==> src/hw/spindle_pkg.sv <==
package spindle_pkg;
  // ****************************************
  // clock and timing
  // ****************************************
  localparam int CLK_PERIOD_NS = 20;
  localparam int CHOP_OFF_NS = 10000;
  localparam int CHOP_OFF_CYCLES = (CHOP_OFF_NS + CLK_PERIOD_NS - 1) / CLK_PERIOD_NS;
  localparam int PERIOD_W = 20;
  localparam int DLY_SHIFT = 5;
  localparam int MASK_SHORT_SHIFT = 3;
  localparam int MASK_LONG_SHIFT = 2;
  localparam int FB_DIV = 3;
  localparam int STEPS_PER_ETURN = 6;
  localparam int POLE_DIV_LO = 4;
  localparam int POLE_DIV_HI = 6;

  // ****************************************
  // register map
  // ****************************************
  localparam logic [3:0] REG_CTRL = 4'h0;
  localparam logic [3:0] REG_TIMING = 4'h1;
  localparam logic [3:0] REG_SENSE = 4'h2;
  localparam logic [3:0] REG_STATUS = 4'h3;
  localparam logic [7:0] CTRL_RST = 8'h02;
  localparam logic [7:0] TIMING_RST = 8'hf0;
  localparam logic [7:0] SENSE_RST = 8'h00;
  localparam int CTRL_FBSRC = 7;
  localparam int CTRL_CYCSEL = 5;
  localparam int CTRL_INTBEMF = 1;
  localparam int CTRL_STEP = 0;
  localparam int TIM_DLY_LSB = 4;
  localparam int TIM_POLE = 3;
  localparam int TIM_MASK = 0;
  localparam int SNS_SPINEN = 7;
  localparam int SNS_LOOPRATE = 4;
  localparam int SNS_INDUCTIVE_SENSE_SELECT = 3;
  localparam int SNS_PWM = 0;

  // ****************************************
  // drive table, one 3-bit entry per phase (c,b,a)
  // ****************************************
  localparam logic [17:0] HI_TAB = {3'b100, 3'b100, 3'b010, 3'b010, 3'b001, 3'b001};
  localparam logic [17:0] LO_TAB = {3'b010, 3'b001, 3'b001, 3'b100, 3'b100, 3'b010};
  localparam logic [2:0] LAST_PHASE = 3'h5;

  typedef enum logic [1:0] {ST_WATCH, ST_DELAY, ST_MASK} seq_state_e;
endpackage

==> src/hw/commutation_if.sv <==
`timescale 1ns/1ps
`default_nettype none
interface commutation_if;
  import spindle_pkg::*;
  logic zc;
  logic comm;
  logic ext_mode;
  logic mask_long;
  logic pole_sel;
  logic [3:0] delay_sel;
  logic [PERIOD_W-1:0] delay_cnt;
  logic [PERIOD_W-1:0] mask_cnt;

  modport seq (output zc, comm, ext_mode, mask_long, pole_sel, delay_sel,
    input delay_cnt, mask_cnt);
  modport tmr (input zc, mask_long, delay_sel, output delay_cnt, mask_cnt);
  modport fb (input zc, comm, ext_mode, pole_sel);
endinterface
`default_nettype wire

==> src/hw/interval_timer.sv <==
`timescale 1ns/1ps
`default_nettype none
module interval_timer
  import spindle_pkg::*;
(
  input wire logic ref_clk,
  input wire logic rst,
  commutation_if.tmr cif
);
  logic [PERIOD_W-1:0] run_q;
  logic [PERIOD_W-1:0] period_q;
  logic [PERIOD_W+4:0] prod;

  // saturate so a stalled motor cannot wrap to a tiny period
  always_ff @(posedge ref_clk) begin
    if (rst) begin
      run_q <= '0;
      period_q <= '1;
    end else if (cif.zc) begin
      period_q <= run_q;
      run_q <= '0;
    end else if (run_q != '1) begin
      run_q <= run_q + 1'b1;
    end
  end

  // half the interval is 30 degrees; one step is a 32nd
  assign prod = period_q * ({1'b0, cif.delay_sel} + 5'h01);

  always_ff @(posedge ref_clk) begin
    if (rst) begin
      cif.delay_cnt <= '0;
      cif.mask_cnt <= '0;
    end else begin
      cif.delay_cnt <= prod[PERIOD_W+4:DLY_SHIFT];
      cif.mask_cnt <= cif.mask_long ? (period_q >> MASK_LONG_SHIFT)
                                    : (period_q >> MASK_SHORT_SHIFT);
    end
  end
endmodule // interval_timer
`default_nettype wire

==> src/hw/feedback_gen.sv <==
`timescale 1ns/1ps
`default_nettype none
module feedback_gen
  import spindle_pkg::*;
#(
  parameter int CHOP_CYCLES = CHOP_OFF_CYCLES
)
(
  input wire logic ref_clk,
  input wire logic rst,
  commutation_if.fb cif,
  input wire logic spin_en,
  input wire logic inductive_sense_select,
  input wire logic loop_rate,
  input wire logic cyc_sel,
  input wire logic pwm_mode,
  input wire logic fbsrc,
  input wire logic thr_s,
  input wire logic index_s,
  output logic commutation_feedback_output_q,
  output logic speed_fb_q
);
  logic [2:0] ecnt_q;
  logic [2:0] mcnt_q;
  logic [2:0] div;
  logic [1:0] f3_q;
  logic commutation_feedback_output_prev_q;
  logic thr_hit_q;
  logic [15:0] chop_q;
  logic eturn;
  logic mturn;
  logic toggle;

  assign div = cyc_sel ? 3'd1 : (cif.pole_sel ? 3'(POLE_DIV_HI) : 3'(POLE_DIV_LO));
  assign eturn = cif.zc && (ecnt_q == 3'(STEPS_PER_ETURN - 1));
  assign mturn = eturn && (mcnt_q == div - 3'd1);

  always_ff @(posedge ref_clk) begin
    if (rst) begin
      ecnt_q <= '0;
      mcnt_q <= '0;
    end else if (cif.zc) begin
      ecnt_q <= eturn ? 3'd0 : ecnt_q + 3'd1;
      if (eturn) mcnt_q <= mturn ? 3'd0 : mcnt_q + 3'd1;
    end
  end

  // external processing shows every crossing to the host unless inductive sense is selected
  always_comb begin
    if (cif.ext_mode || !loop_rate) toggle = cif.zc;
    else if (cyc_sel) toggle = eturn;
    else toggle = mturn;
  end

  always_ff @(posedge ref_clk) begin
    if (rst || !spin_en) thr_hit_q <= 1'b0;
    else if (thr_s) thr_hit_q <= 1'b1;
  end

  always_ff @(posedge ref_clk) begin
    if (rst) begin
      commutation_feedback_output_q <= 1'b0;
      chop_q <= '0;
    end else if (inductive_sense_select) begin
      if (!spin_en || !thr_hit_q) begin
        commutation_feedback_output_q <= 1'b0;
        chop_q <= '0;
      end else if (!pwm_mode) begin
        commutation_feedback_output_q <= 1'b1;
      end else if (chop_q == 16'(CHOP_CYCLES - 1)) begin
        commutation_feedback_output_q <= !commutation_feedback_output_q;
        chop_q <= '0;
      end else begin
        chop_q <= chop_q + 16'h0001;
      end
    end else if (toggle) begin
      commutation_feedback_output_q <= !commutation_feedback_output_q;
    end
  end

  always_ff @(posedge ref_clk) begin
    if (rst) begin
      commutation_feedback_output_prev_q <= 1'b0;
      f3_q <= '0;
      speed_fb_q <= 1'b0;
    end else begin
      commutation_feedback_output_prev_q <= commutation_feedback_output_q;
      if (fbsrc) begin
        speed_fb_q <= index_s;
      end else if (commutation_feedback_output_q != commutation_feedback_output_prev_q) begin
        f3_q <= (f3_q == 2'(FB_DIV - 1)) ? 2'd0 : f3_q + 2'd1;
        if (f3_q == 2'(FB_DIV - 1)) speed_fb_q <= !speed_fb_q;
      end
    end
  end
endmodule // feedback_gen
`default_nettype wire

==> src/hw/spindle_commutation_sequencer.sv <==
// Summary of operation
// - source select one: feedback from index pin
// - source select zero: feedback is output divided by three
// - each phase: one high, one low, one floating
// - phases advance through the six-step rotation
// - crossings blanked from detection onward
// - mask extends 12.5% or 25% of period
// - after blanking, crossing starts delayed commutation
// - delay field: 1.875 to 30 degrees
// - default output toggles every crossing
// - loop rate set, internal processing: toggle per mechanical turn
// - loop rate and cycle set: electrical turn
// - turn divider is one, four or six
// - linear inductive sense: high at threshold
// - pwm inductive sense: chop at off-time
// - power-good fall: tristate and start retract
// - power down: low side follows commutation
// - isolation switch follows power-good level
// - internal processing off: host paces commutation
// - step bit high masks crossings
`timescale 1ns/1ps
`default_nettype none
module spindle_commutation_sequencer
  import spindle_pkg::*;
#(
  parameter int CHOP_CYCLES = CHOP_OFF_CYCLES
)
(
  input wire logic ref_clk,
  input wire logic rst,
  input wire logic [3:0] addr,
  input wire logic [7:0] wdata,
  input wire logic wr_stb,
  input wire logic rd_stb,
  output logic [7:0] rdata,
  input wire logic zc_cmp,
  input wire logic index_in,
  input wire logic por_in,
  input wire logic thresh_in,
  output logic [2:0] hi_drive,
  output logic [2:0] lo_drive,
  output logic [2:0] phase_oe,
  output logic isofet_on,
  output logic retract_start,
  output logic commutation_feedback_output,
  output logic speed_fb
);
  // ****************************************
  // pin synchronisers
  // ****************************************
  logic [3:0] sync1_q;
  logic [3:0] sync2_q;
  logic zc_s;
  logic index_s;
  logic por_s;
  logic thr_s;
  logic zc_prev_q;
  logic por_prev_q;

  always_ff @(posedge ref_clk) begin
    if (rst) begin
      sync1_q <= '0;
      sync2_q <= '0;
    end else begin
      sync1_q <= {thresh_in, por_in, index_in, zc_cmp};
      sync2_q <= sync1_q;
    end
  end

  assign {thr_s, por_s, index_s, zc_s} = sync2_q;

  always_ff @(posedge ref_clk) begin
    if (rst) begin
      zc_prev_q <= 1'b0;
      por_prev_q <= 1'b0;
    end else begin
      zc_prev_q <= zc_s;
      por_prev_q <= por_s;
    end
  end

  // ****************************************
  // register file
  // ****************************************
  logic [7:0] ctrl_q;
  logic [7:0] timing_q;
  logic [7:0] sense_q;
  logic step_prev_q;
  logic step_rise;
  logic ext_mode;
  seq_state_e st_q;
  logic [2:0] phase_q;

  always_ff @(posedge ref_clk) begin
    if (rst) begin
      ctrl_q <= CTRL_RST;
      timing_q <= TIMING_RST;
      sense_q <= SENSE_RST;
    end else if (wr_stb) begin
      case (addr)
        REG_CTRL: ctrl_q <= wdata;
        REG_TIMING: timing_q <= wdata;
        REG_SENSE: sense_q <= wdata;
        default: ;
      endcase
    end
  end

  // unmapped addresses read as zero
  always_ff @(posedge ref_clk) begin
    if (rst) begin
      rdata <= '0;
    end else if (rd_stb) begin
      case (addr)
        REG_CTRL: rdata <= ctrl_q;
        REG_TIMING: rdata <= timing_q;
        REG_SENSE: rdata <= sense_q;
        REG_STATUS: rdata <= {por_s, zc_s, st_q, 1'b0, phase_q};
        default: rdata <= '0;
      endcase
    end else begin
      rdata <= '0;
    end
  end

  always_ff @(posedge ref_clk) begin
    if (rst) step_prev_q <= 1'b0;
    else step_prev_q <= ctrl_q[CTRL_STEP];
  end

  // host writes a rising step bit once its own delay has run out
  assign step_rise = ctrl_q[CTRL_STEP] && !step_prev_q;
  assign ext_mode = !ctrl_q[CTRL_INTBEMF];

  // ****************************************
  // interval timing and feedback
  // ****************************************
  commutation_if cif ();
  logic zc_edge;
  logic zc_take;
  logic blanking;
  logic comm;

  assign zc_edge = zc_s != zc_prev_q;
  assign cif.zc = zc_take;
  assign cif.comm = comm;
  assign cif.ext_mode = ext_mode;
  assign cif.mask_long = timing_q[TIM_MASK];
  assign cif.pole_sel = timing_q[TIM_POLE];
  assign cif.delay_sel = timing_q[TIM_DLY_LSB+3:TIM_DLY_LSB];

  interval_timer u_timer (
    .ref_clk(ref_clk),
    .rst(rst),
    .cif(cif)
  );

  feedback_gen #(
    .CHOP_CYCLES(CHOP_CYCLES)
  ) u_fb (
    .ref_clk(ref_clk),
    .rst(rst),
    .cif(cif),
    .spin_en(sense_q[SNS_SPINEN]),
    .inductive_sense_select(sense_q[SNS_INDUCTIVE_SENSE_SELECT]),
    .loop_rate(sense_q[SNS_LOOPRATE]),
    .cyc_sel(ctrl_q[CTRL_CYCSEL]),
    .pwm_mode(sense_q[SNS_PWM]),
    .fbsrc(ctrl_q[CTRL_FBSRC]),
    .thr_s(thr_s),
    .index_s(index_s),
    .commutation_feedback_output_q(commutation_feedback_output),
    .speed_fb_q(speed_fb)
  );

  // ****************************************
  // sequencer
  // ****************************************
  logic [PERIOD_W-1:0] cnt_q;

  // blank from the detected crossing through the post-commutation mask
  assign blanking = (st_q != ST_WATCH) || ctrl_q[CTRL_STEP];
  assign zc_take = zc_edge && !blanking;

  always_comb begin
    if (ext_mode) comm = step_rise;
    else comm = (st_q == ST_DELAY) && (cnt_q <= {{(PERIOD_W-1){1'b0}}, 1'b1});
  end

  always_ff @(posedge ref_clk) begin
    if (rst) begin
      st_q <= ST_WATCH;
      cnt_q <= '0;
    end else if (comm) begin
      st_q <= ST_MASK;
      cnt_q <= cif.mask_cnt;
    end else begin
      case (st_q)
        ST_WATCH: begin
          if (zc_take) begin
            st_q <= ST_DELAY;
            cnt_q <= cif.delay_cnt;
          end
        end
        ST_DELAY: begin
          if (!ext_mode) cnt_q <= cnt_q - 1'b1;
        end
        ST_MASK: begin
          if (cnt_q <= {{(PERIOD_W-1){1'b0}}, 1'b1}) st_q <= ST_WATCH;
          else cnt_q <= cnt_q - 1'b1;
        end
        default: st_q <= ST_WATCH;
      endcase
    end
  end

  always_ff @(posedge ref_clk) begin
    if (rst) phase_q <= '0;
    else if (comm) phase_q <= (phase_q == LAST_PHASE) ? 3'h0 : phase_q + 3'h1;
  end

  // ****************************************
  // bridge drive and power-fail
  // ****************************************
  logic drive_ok;
  logic [2:0] hi_pat;
  logic [2:0] lo_pat;

  assign drive_ok = por_s && sense_q[SNS_SPINEN];
  assign hi_pat = HI_TAB[3*phase_q +: 3];
  assign lo_pat = LO_TAB[3*phase_q +: 3];

  // rectification keeps only the low side switching so bemf feeds the supply
  always_ff @(posedge ref_clk) begin
    if (rst) begin
      hi_drive <= '0;
      lo_drive <= '0;
      phase_oe <= '0;
    end else if (drive_ok) begin
      hi_drive <= hi_pat;
      lo_drive <= lo_pat;
      phase_oe <= hi_pat | lo_pat;
    end else if (!por_s) begin
      hi_drive <= '0;
      lo_drive <= lo_pat;
      phase_oe <= '0;
    end else begin
      hi_drive <= '0;
      lo_drive <= '0;
      phase_oe <= '0;
    end
  end

  always_ff @(posedge ref_clk) begin
    if (rst) begin
      isofet_on <= 1'b0;
      retract_start <= 1'b0;
    end else begin
      isofet_on <= por_s;
      retract_start <= por_prev_q && !por_s;
    end
  end

  // ****************************************
  // checks
  // ****************************************
  a_power_fail_off:
    assert property (@(posedge ref_clk) disable iff (rst)
      $fell(por_s) |=> retract_start && !isofet_on && (phase_oe == 3'b000))
    else $error("power fail did not tristate and retract");

  a_isofet_on:
    assert property (@(posedge ref_clk) disable iff (rst)
      $rose(por_s) |=> isofet_on [*2])
    else $error("isolation switch not on with power good");

  a_blank_rejects:
    assert property (@(posedge ref_clk) disable iff (rst)
      (ctrl_q[CTRL_STEP] || st_q == ST_MASK || st_q == ST_DELAY) |-> !zc_take)
    else $error("crossing accepted while blanked");

  a_phase_advance:
    assert property (@(posedge ref_clk) disable iff (rst)
      comm |=> phase_q == (($past(phase_q) == LAST_PHASE) ? 3'h0 : $past(phase_q) + 3'h1))
    else $error("phase did not advance by one");

  a_drive_pattern:
    assert property (@(posedge ref_clk) disable iff (rst)
      (phase_oe != 3'b000) |-> $onehot(hi_drive) && $onehot(lo_drive)
        && ((hi_drive & lo_drive) == 3'b000) && $onehot(~phase_oe))
    else $error("drive pattern not one high one low one floating");

  a_mask_follows:
    assert property (@(posedge ref_clk) disable iff (rst)
      comm |=> (st_q == ST_MASK) && (cnt_q == $past(cif.mask_cnt)))
    else $error("mask not loaded at commutation");

  a_delay_load:
    assert property (@(posedge ref_clk) disable iff (rst)
      (zc_take && !comm) |=> (st_q == ST_DELAY) && (cnt_q == $past(cif.delay_cnt)))
    else $error("delay not started on crossing");

  a_host_paced:
    assert property (@(posedge ref_clk) disable iff (rst)
      ext_mode && (st_q == ST_DELAY) && !step_rise |=> $stable(phase_q))
    else $error("internal commutation in external mode");

  a_rectify_low:
    assert property (@(posedge ref_clk) disable iff (rst)
      !por_s && !$rose(por_s) |=> (hi_drive == 3'b000) && (lo_drive == $past(lo_pat)))
    else $error("low side not following commutation in power down");
endmodule // spindle_commutation_sequencer
`default_nettype wire

==> config.mk <==
export PLATFORM = sky130hd
export DESIGN_NAME = spindle_commutation_sequencer
export DESIGN_NICKNAME = d
export VERILOG_FILES = /design/src/hw/spindle_pkg.sv /design/src/hw/commutation_if.sv /design/src/hw/interval_timer.sv /design/src/hw/feedback_gen.sv /design/src/hw/spindle_commutation_sequencer.sv
export SDC_FILE = /design/constraint.sdc
export NUM_CORES = 1
export LEC_CHECK = 0
export BUFFER_PORTS_ARGS = -buffer_cell sky130_fd_sc_hd__buf_2
export CAP_MARGIN = 0
export CELL_PAD_IN_SITES_DETAIL_PLACEMENT = 1
export CELL_PAD_IN_SITES_GLOBAL_PLACEMENT = 1
export CORE_AREA = 2 2 125 217
export CTS_CLUSTER_DIAMETER = 50
export DETAILED_ROUTE_END_ITERATION = 10
export DIE_AREA = 0 0 127 219
export PLACE_DENSITY = 0.69
export SLEW_MARGIN = 15
export SYNTH_ARGS = -nofsm -noshare
export SYNTH_HDL_FRONTEND = slang
export SYNTH_SLANG_ARGS = --single-unit
==> constraint.sdc <==
create_clock -name ref_clk -period 9.4 [get_ports ref_clk]
set_input_delay 1.41 -clock ref_clk [delete_from_list [all_inputs] [get_ports ref_clk]]
set_output_delay 1.41 -clock ref_clk [all_outputs]
set_load 0.01 [all_outputs]
==> flow_metrics.env, run 1 <==
export IMPL_rows=78
export IMPL_antenna_found_initial=0
export IMPL_die_w_um=127
export IMPL_grt_pass1_vias=9197
export IMPL_path_max_fanout=23
export IMPL_cts_buffers=17
export IMPL_core_um2=26000
export IMPL_reg2reg_from="timing_q[4]$_SDFFE_PP1P_"
export IMPL_synth_area_per_cell_um2=8.53
export IMPL_grt_start_max_net_pins=75
export IMPL_worst_slack_ns=3.53
export IMPL_ff2ff_path_depth=15
export IMPL_cts_resized=0
export IMPL_power_leakage_nw=4.85
export IMPL_num_antenna_cells=0
export IMPL_min_period_over_period_pct=62.5
export IMPL_globalplace_congestion=0.788
export IMPL_finClkSkew_ns=0.0160
export IMPL_fmax_mhz=170
export IMPL_nets=1388
export IMPL_initial_core_util_pct=41.5
export IMPL_synthArstFlopShare_pct=0
export IMPL_finalMaxSlewViolations=0
export IMPL_yosysUniqueCellTypes=60
export IMPL_grt_pass1_wl_um=45200
export IMPL_synth_seq_cells=184
export IMPL_synthToLayoutAreaGrowth_pct=8.95
export IMPL_p_per_area_nw_per_um2=220
export IMPL_routedWlPerCell_um=16.6
export IMPL_fp_dieArea_um2=27800
export IMPL_cts_root_buf="clkbuf_16"
export IMPL_dp_hpwl_um=19700
export IMPL_register_area_um2=3680
export IMPL_cts_setup_buffers=0
export IMPL_ys_warn_count=0
export IMPL_drt_pass1_iter_count=4
export IMPL_path_class="reg -> reg"
export IMPL_hold_viol_final=0
export IMPL_dp_slack_ns=3.19
export IMPL_drive_above_1_share_pct=7.66
export IMPL_antenna_left=0
export IMPL_io_pins=41
export IMPL_syn_area_um2=10800
export IMPL_drt_total_wl_um=26600
export IMPL_hp_class="reg -> reg"
export IMPL_r2r_end="u_timer.cif.delay_cnt[19]$_SDFF_PP0_"
export IMPL_critPathLaunch="timing_q[4]$_SDFFE_PP1P_"
export IMPL_slew_headroom_pct=20.0
export IMPL_cp_arrival_ns=6.21
export IMPL_drt_iter0_drc=294
export IMPL_overflow=0
export IMPL_multi_input_area_um2=6530
export IMPL_yosysSeqAreaShare_pct=34.2
export IMPL_clk_latency_ns=0.45
export IMPL_tightest_slew_ns=1.20
export IMPL_endpoint="u_timer.cif.delay_cnt[19]$_SDFF_PP0_"
export IMPL_postLayoutCoreUtil_pct=45.2
export IMPL_cp_start_kind="flop"
export IMPL_track_usage_pct=20.1
export IMPL_min_period_ns=5.87
export IMPL_synth_edf_count=0
export IMPL_clk_pin_slew_ns=0.08
export IMPL_drc=0
export IMPL_h_tree_depth=4
export IMPL_synthFlopType="dfxtp_1"
export IMPL_finalSetupTns_ns=0
export IMPL_port_buffer_count=40
export IMPL_stdcell_area_um2=11700
export IMPL_setup_viol_count_final=0
export IMPL_status="completed"
export IMPL_maxCapViolCount=0
export IMPL_numClockSinks=184
export IMPL_cts_max_path_buffers=2
export IMPL_viasPerCell=5.34
export IMPL_tritoncts="done"
export IMPL_synth_nets=1380
export IMPL_grt_setup_unrepaired="no"
export IMPL_endpoint_kind="flop"
export IMPL_num_fill_cells=3105
export IMPL_power_total_mw=2.58
export IMPL_vdd_drop_max_v=0.000127
export IMPL_netlist_instances=1262
export IMPL_die_y_um=219
export IMPL_r2r_setup_slack_ns=3.53
export IMPL_via_count=8544
export IMPL_place_area_um2=11200
export IMPL_cts_hold_buf=0
export IMPL_cp_required_ns=9.74
## power breakdown
part / switching (mW) / total (mW) / leakage [nW] / internal [mW]
Combinational: 0.573 / 0.972 / 3.09 / 0.399
Sequential: 0.0708 / 0.936 / 1.50 / 0.865
Clock: 0.328 / 0.676 / 0.253 / 0.348
## sequential cells by signal, summed over array words and instances, names as in the netlist, 3 cells and up
register               cells
sync1_q                    4
u_timer.period_q          20
phase_q                    3
timing_q                   8
u_timer.cif.mask_cnt      18
u_timer.cif.delay_cnt     20
lo_drive                   3
u_fb.chop_q               16
u_fb.mcnt_q                3
ctrl_q                     8
cnt_q                     20
sync2_q                    4
sense_q                    8
u_timer.run_q             20
rdata                      8
u_fb.ecnt_q                3
phase_oe                   3
hi_drive                   3
## synthesized netlist by cell type, types with 6 or more instances
library cell / instances / area share, %
nor3_1: 31 / 1.4
xnor2_1: 26 / 2.1
and2_1: 57 / 3.3
and3_1: 12 / 0.70
nor4_1: 6 / 0.35
mux2_2: 8 / 0.84
a21oi_1: 67 / 3.1
inv_1: 88 / 3.1
clkbuf_1: 49 / 1.7
dfxtp_1: 184 / 34
nor2b_1: 40 / 2.3
nand3b_1: 25 / 1.7
a22oi_1: 9 / 0.63
nand2b_1: 33 / 1.9
fa_1: 53 / 9.9
nand3_1: 30 / 1.4
or3_1: 10 / 0.58
xor2_1: 29 / 2.4
o21a_1: 8 / 0.56
a31oi_1: 8 / 0.46
nand4_1: 14 / 0.81
nand2_1: 120 / 4.2
a211o_1: 6 / 0.49
ha_1: 45 / 5.2
mux2i_1: 28 / 2.6
nor2_1: 149 / 5.2
a21o_1: 9 / 0.63
o22ai_1: 13 / 0.76
a211oi_1: 24 / 1.7
o21ai_0: 28 / 1.3
## metal layers
metal / global-route usage [%] / up-vias / part of all wire, %
li1: - / 4245 / -
met1: 22.4 / 4209 / 41
met2: 38.5 / 62 / 55
met3: 2.85 / 28 / 1.7
met4: 6.63 / 0 / 1.9
met5: 0 / - / 0
## worst min-delay path by stage
stage	start	end	cells past startpoint
5_1_grt	sync1_q[2]$_SDFF_PP0_	sync2_q[2]$_SDFF_PP0_	1
3_3_place_gp	sync1_q[1]$_SDFF_PP0_	sync2_q[1]$_SDFF_PP0_	1
2_1_floorplan	sync1_q[0]$_SDFF_PP0_	sync2_q[0]$_SDFF_PP0_	1
6_report	sync1_q[2]$_SDFF_PP0_	sync2_q[2]$_SDFF_PP0_	1
3_5_place_dp	sync1_q[2]$_SDFF_PP0_	sync2_q[2]$_SDFF_PP0_	1
4_1_cts	sync1_q[2]$_SDFF_PP0_	sync2_q[2]$_SDFF_PP0_	1
## cells in the final DEF, fill, tap and decap left out, types with 7 or more instances in the layout
| master | Yosys | routed |
|---|---|---|
| nand4_1 | 14 | 14 |
| inv_1 | 88 | 88 |
| mux2_2 | 8 | 8 |
| o22ai_1 | 13 | 13 |
| nor3_1 | 31 | 31 |
| fa_1 | 53 | 53 |
| o21a_1 | 8 | 8 |
| a22oi_1 | 9 | 9 |
| nand3_1 | 30 | 30 |
| a211oi_1 | 24 | 24 |
| buf_2 | 2 | 39 |
| nand2b_1 | 33 | 33 |
| xnor2_1 | 26 | 26 |
| dfxtp_1 | 184 | 184 |
| nor2b_1 | 40 | 40 |
| xor2_1 | 29 | 28 |
| and3_1 | 12 | 12 |
| a31oi_1 | 8 | 8 |
| o21ai_0 | 28 | 28 |
| a21oi_1 | 67 | 67 |
| nand2_1 | 120 | 120 |
| or3_1 | 10 | 10 |
| and2_1 | 57 | 57 |
| ha_1 | 45 | 45 |
| a21o_1 | 9 | 9 |
| nor2_1 | 149 | 149 |
| buf_4 | 0 | 7 |
| clkbuf_16 | 0 | 17 |
| nand3b_1 | 25 | 25 |
| mux2i_1 | 28 | 28 |
## metrics by stage
step | cells | hold slack (ns)
final | 1600 | 0.444
after global routing | 1600 | 0.462
after CTS | 1600 | 0.442
after detailed placement | 1571 | 0.430
after global placement | 1571 | 0.421
after floorplan | 1262 | 0.414
## final cells by class
| cell class | count | area share (%) |
|---|---|---|
| inverters | 88 | 2.82 |
| flip-flops and latches | 184 | 31.4 |
| repair buffers | 46 | 2.11 |
| clock buffers | 19 | 3.78 |
| clock inverters | 10 | 0.800 |
| multi-input cells | 933 | 55.7 |
| well taps | 320 | 3.41 |
## worst max-delay path: stages (launching register included)
cell and delay [ns]:
dfxtp_1 0.75, ha_1 0.34, and3_1 0.64, nand2_1 0.19, fa_1 0.54, fa_1 0.52
fa_1 0.55, inv_1 0.04, ha_1 0.30, a21oi_1 0.17, o211ai_1 0.21, a211oi_1 0.63
nor3_1 0.15, o21ai_0 0.32, a21oi_1 0.13, mux2_2 0.28
## kinds of logic after synthesis
logic type | Yosys count | share of synthesized area, %
and+or+nand+nor | 547 | 25.5
AOI/OAI and AO/OA | 197 | 11.9
DFF | 184 | 34.2
buffers and inverters | 145 | 5.36
adders and majority gates | 98 | 15.1
xor gates and xnor gates | 55 | 4.47
muxes | 36 | 3.44
(Power assumes the default switching activity.)
==> run 2, diff against run 1 <==
--- a/config.mk
+++ b/config.mk
@@ -13,7 +13,7 @@
 export CTS_CLUSTER_DIAMETER = 50
 export DETAILED_ROUTE_END_ITERATION = 10
 export DIE_AREA = 0 0 127 219
-export PLACE_DENSITY = 0.69
+export PLACE_DENSITY = 0.72
 export SLEW_MARGIN = 15
 export SYNTH_ARGS = -nofsm -noshare
 export SYNTH_HDL_FRONTEND = slang
==> constraint.sdc (replaced) <==
create_clock -name ref_clk -period 5.2 [get_ports ref_clk]
set_input_delay 0.78 -clock ref_clk [delete_from_list [all_inputs] [get_ports ref_clk]]
set_output_delay 0.78 -clock ref_clk [all_outputs]
set_load 0.01 [all_outputs]
==> flow_metrics.env, run 2 (synthesized netlist as in run 1, its figures left out) <==
export IMPL_track_usage_pct=19.5
export IMPL_path_class="reg -> reg"
export IMPL_max_stage_delay_ns=0.55
export IMPL_via_count=8546
export IMPL_fp_dieArea_um2=27800
export IMPL_drt_iter0_drc=336
export IMPL_hp_class="reg -> reg"
export IMPL_cts_hold_buf=0
export IMPL_die_w_um=127
export IMPL_globalplace_congestion=0.789
export IMPL_io_pins=41
export IMPL_clk_pin_slew_ns=0.07
export IMPL_dp_hpwl_um=19200
export IMPL_slew_headroom_pct=23.5
export IMPL_cts_root_buf="clkbuf_16"
export IMPL_cp_arrival_ns=5.31
export IMPL_vdd_drop_max_v=0.000290
export IMPL_crit_top_cell="fa_1"
export IMPL_stdcell_count=1609
export IMPL_whs_ns=0.439
export IMPL_nets=1394
export IMPL_antenna_left=0
export IMPL_hold_viol_final=0
export IMPL_min_period_over_period_pct=95.6
export IMPL_cp_start_kind="flop"
export IMPL_numClockSinks=184
export IMPL_h_tree_depth=4
export IMPL_tightest_slew_ns=1.15
export IMPL_routedWlPerCell_um=16.0
export IMPL_drc=0
export IMPL_path_max_fanout=14
export IMPL_overflow=0
export IMPL_drive_above_1_share_pct=8.38
export IMPL_power_total_mw=4.76
export IMPL_final_common_cell="dfxtp_1"
export IMPL_rows=78
export IMPL_cp_required_ns=5.54
export IMPL_finClkSkew_ns=0.0158
export IMPL_cts_max_path_buffers=2
export IMPL_clk_latency_ns=0.46
export IMPL_drt_pass1_iter_count=4
export IMPL_slowest_stage="fa_1"
export IMPL_cp_depth=18
export IMPL_fmax_mhz=201
export IMPL_final_cell_mix="dfxtp_1, nor2_1, nand2_1, inv_1, a21oi_1"
export IMPL_numPlacedInstances=1577
export IMPL_port_buffer_count=40
export IMPL_critical_path_top_delay_family="adder cells"
export IMPL_initial_core_util_pct=41.5
export IMPL_viasPerCell=5.31
export IMPL_cp_num_buf_inv=4
export IMPL_min_period_ns=4.97
export IMPL_grt_pass1_wl_um=44000
export IMPL_status="completed"
export IMPL_antenna_found_initial=0
export IMPL_p_per_area_nw_per_um2=402
export IMPL_power_leakage_nw=4.91
export IMPL_maxCapViolCount=0
export IMPL_num_antenna_cells=0
export IMPL_endpoint_kind="flop"
export IMPL_die_y_um=219
export IMPL_hold_depth=1
export IMPL_setup_viol_count_final=0
export IMPL_grt_pass1_vias=8969
export IMPL_drt_total_wl_um=25700
export IMPL_grt_start_max_net_pins=91
export IMPL_grt_setup_unrepaired="no"
export IMPL_finalSetupTns_ns=0
export IMPL_cts_buffers=17
export IMPL_finalMaxSlewViolations=0
export IMPL_ff2ff_path_depth=18
export IMPL_tritoncts="done"
export IMPL_num_fill_cells=3121
export IMPL_synthToLayoutAreaGrowth_pct=9.90
export IMPL_path_cells="ha_1, and3_2, buf_4, and2_1, fa_1, fa_1, inv_1, fa_1, inv_1, ha_1, a21o_1, nand2b_1, o32ai_1, buf_4, nor3_1, o21ai_0, a21oi_1, mux2_2"
export IMPL_core_um2=26000
-- run 2: final timing paths --
path	from	to	slack (ns)
worst max-delay path	timing_q[4]$_SDFFE_PP1P_	u_timer.cif.delay_cnt[19]$_SDFF_PP0_	0.23
worst max register to register	timing_q[4]$_SDFFE_PP1P_	u_timer.cif.delay_cnt[19]$_SDFF_PP0_	0.23
worst min register to register	sync1_q[2]$_SDFF_PP0_	sync2_q[2]$_SDFF_PP0_	0.44
worst min-delay path	sync1_q[2]$_SDFF_PP0_	sync2_q[2]$_SDFF_PP0_	0.44
-- run 2: worst reg2reg max path, cell delays in order (launching register included) --
cell      delay (ns)
dfxtp_1         0.35
ha_1            0.23
and3_2          0.27
buf_4           0.20
and2_1          0.18
fa_1            0.52
fa_1            0.55
inv_1           0.06
fa_1            0.52
inv_1           0.04
ha_1            0.34
a21o_1          0.19
nand2b_1        0.15
o32ai_1         0.30
buf_4           0.21
nor3_1          0.06
o21ai_0         0.30
a21oi_1         0.13
mux2_2          0.27
-- run 2: final cells by class --
| class | count | area (µm²) | area share, % |
|---|---|---|---|
| clock inverter | 14 | 140 | 1.18 |
| clock buffer | 18 | 429 | 3.63 |
| tap | 320 | 400 | 3.38 |
| multi-input combinational | 933 | 6530 | 55.2 |
| sequential | 184 | 3680 | 31.1 |
| timing repair buffer | 52 | 318 | 2.69 |
| inverter | 88 | 330 | 2.79 |
-- run 2: metal layers --
metal  vias up  global-route usage [%]  wire length [µm]
met5         -                       0                 0
met4         0                    7.03               564
met3        34                    3.14               405
met2        62                    36.5             13900
met1      4197                    22.1             10900
li1       4253                       -                 -
-- run 2: what timing repair did --
action                     in CTS  in global routing
gates resized for setup         0                  4
setup endpoints to repair       0                  3
setup buffers                   0                  0
-- run 2: through the flow --
stage / util, % / setup slack, ns / area (µm²)
5_1_grt: 45.6 / 0.00562 / 11800
2_1_floorplan: - / 0.649 / 10800
4_1_cts: 45.6 / 0.178 / 11800
6_report: 45.6 / 0.231 / 11800
3_3_place_gp: 43.4 / 0.277 / 11300
3_5_place_dp: 43.4 / 0.183 / 11300
-- run 2: power by group --
group	leakage [nW]	internal, mW	switching, mW
clock network	0.282	0.673	0.603
logic	3.12	0.748	1.05
registers	1.50	1.56	0.126
total	4.91	2.98	1.78
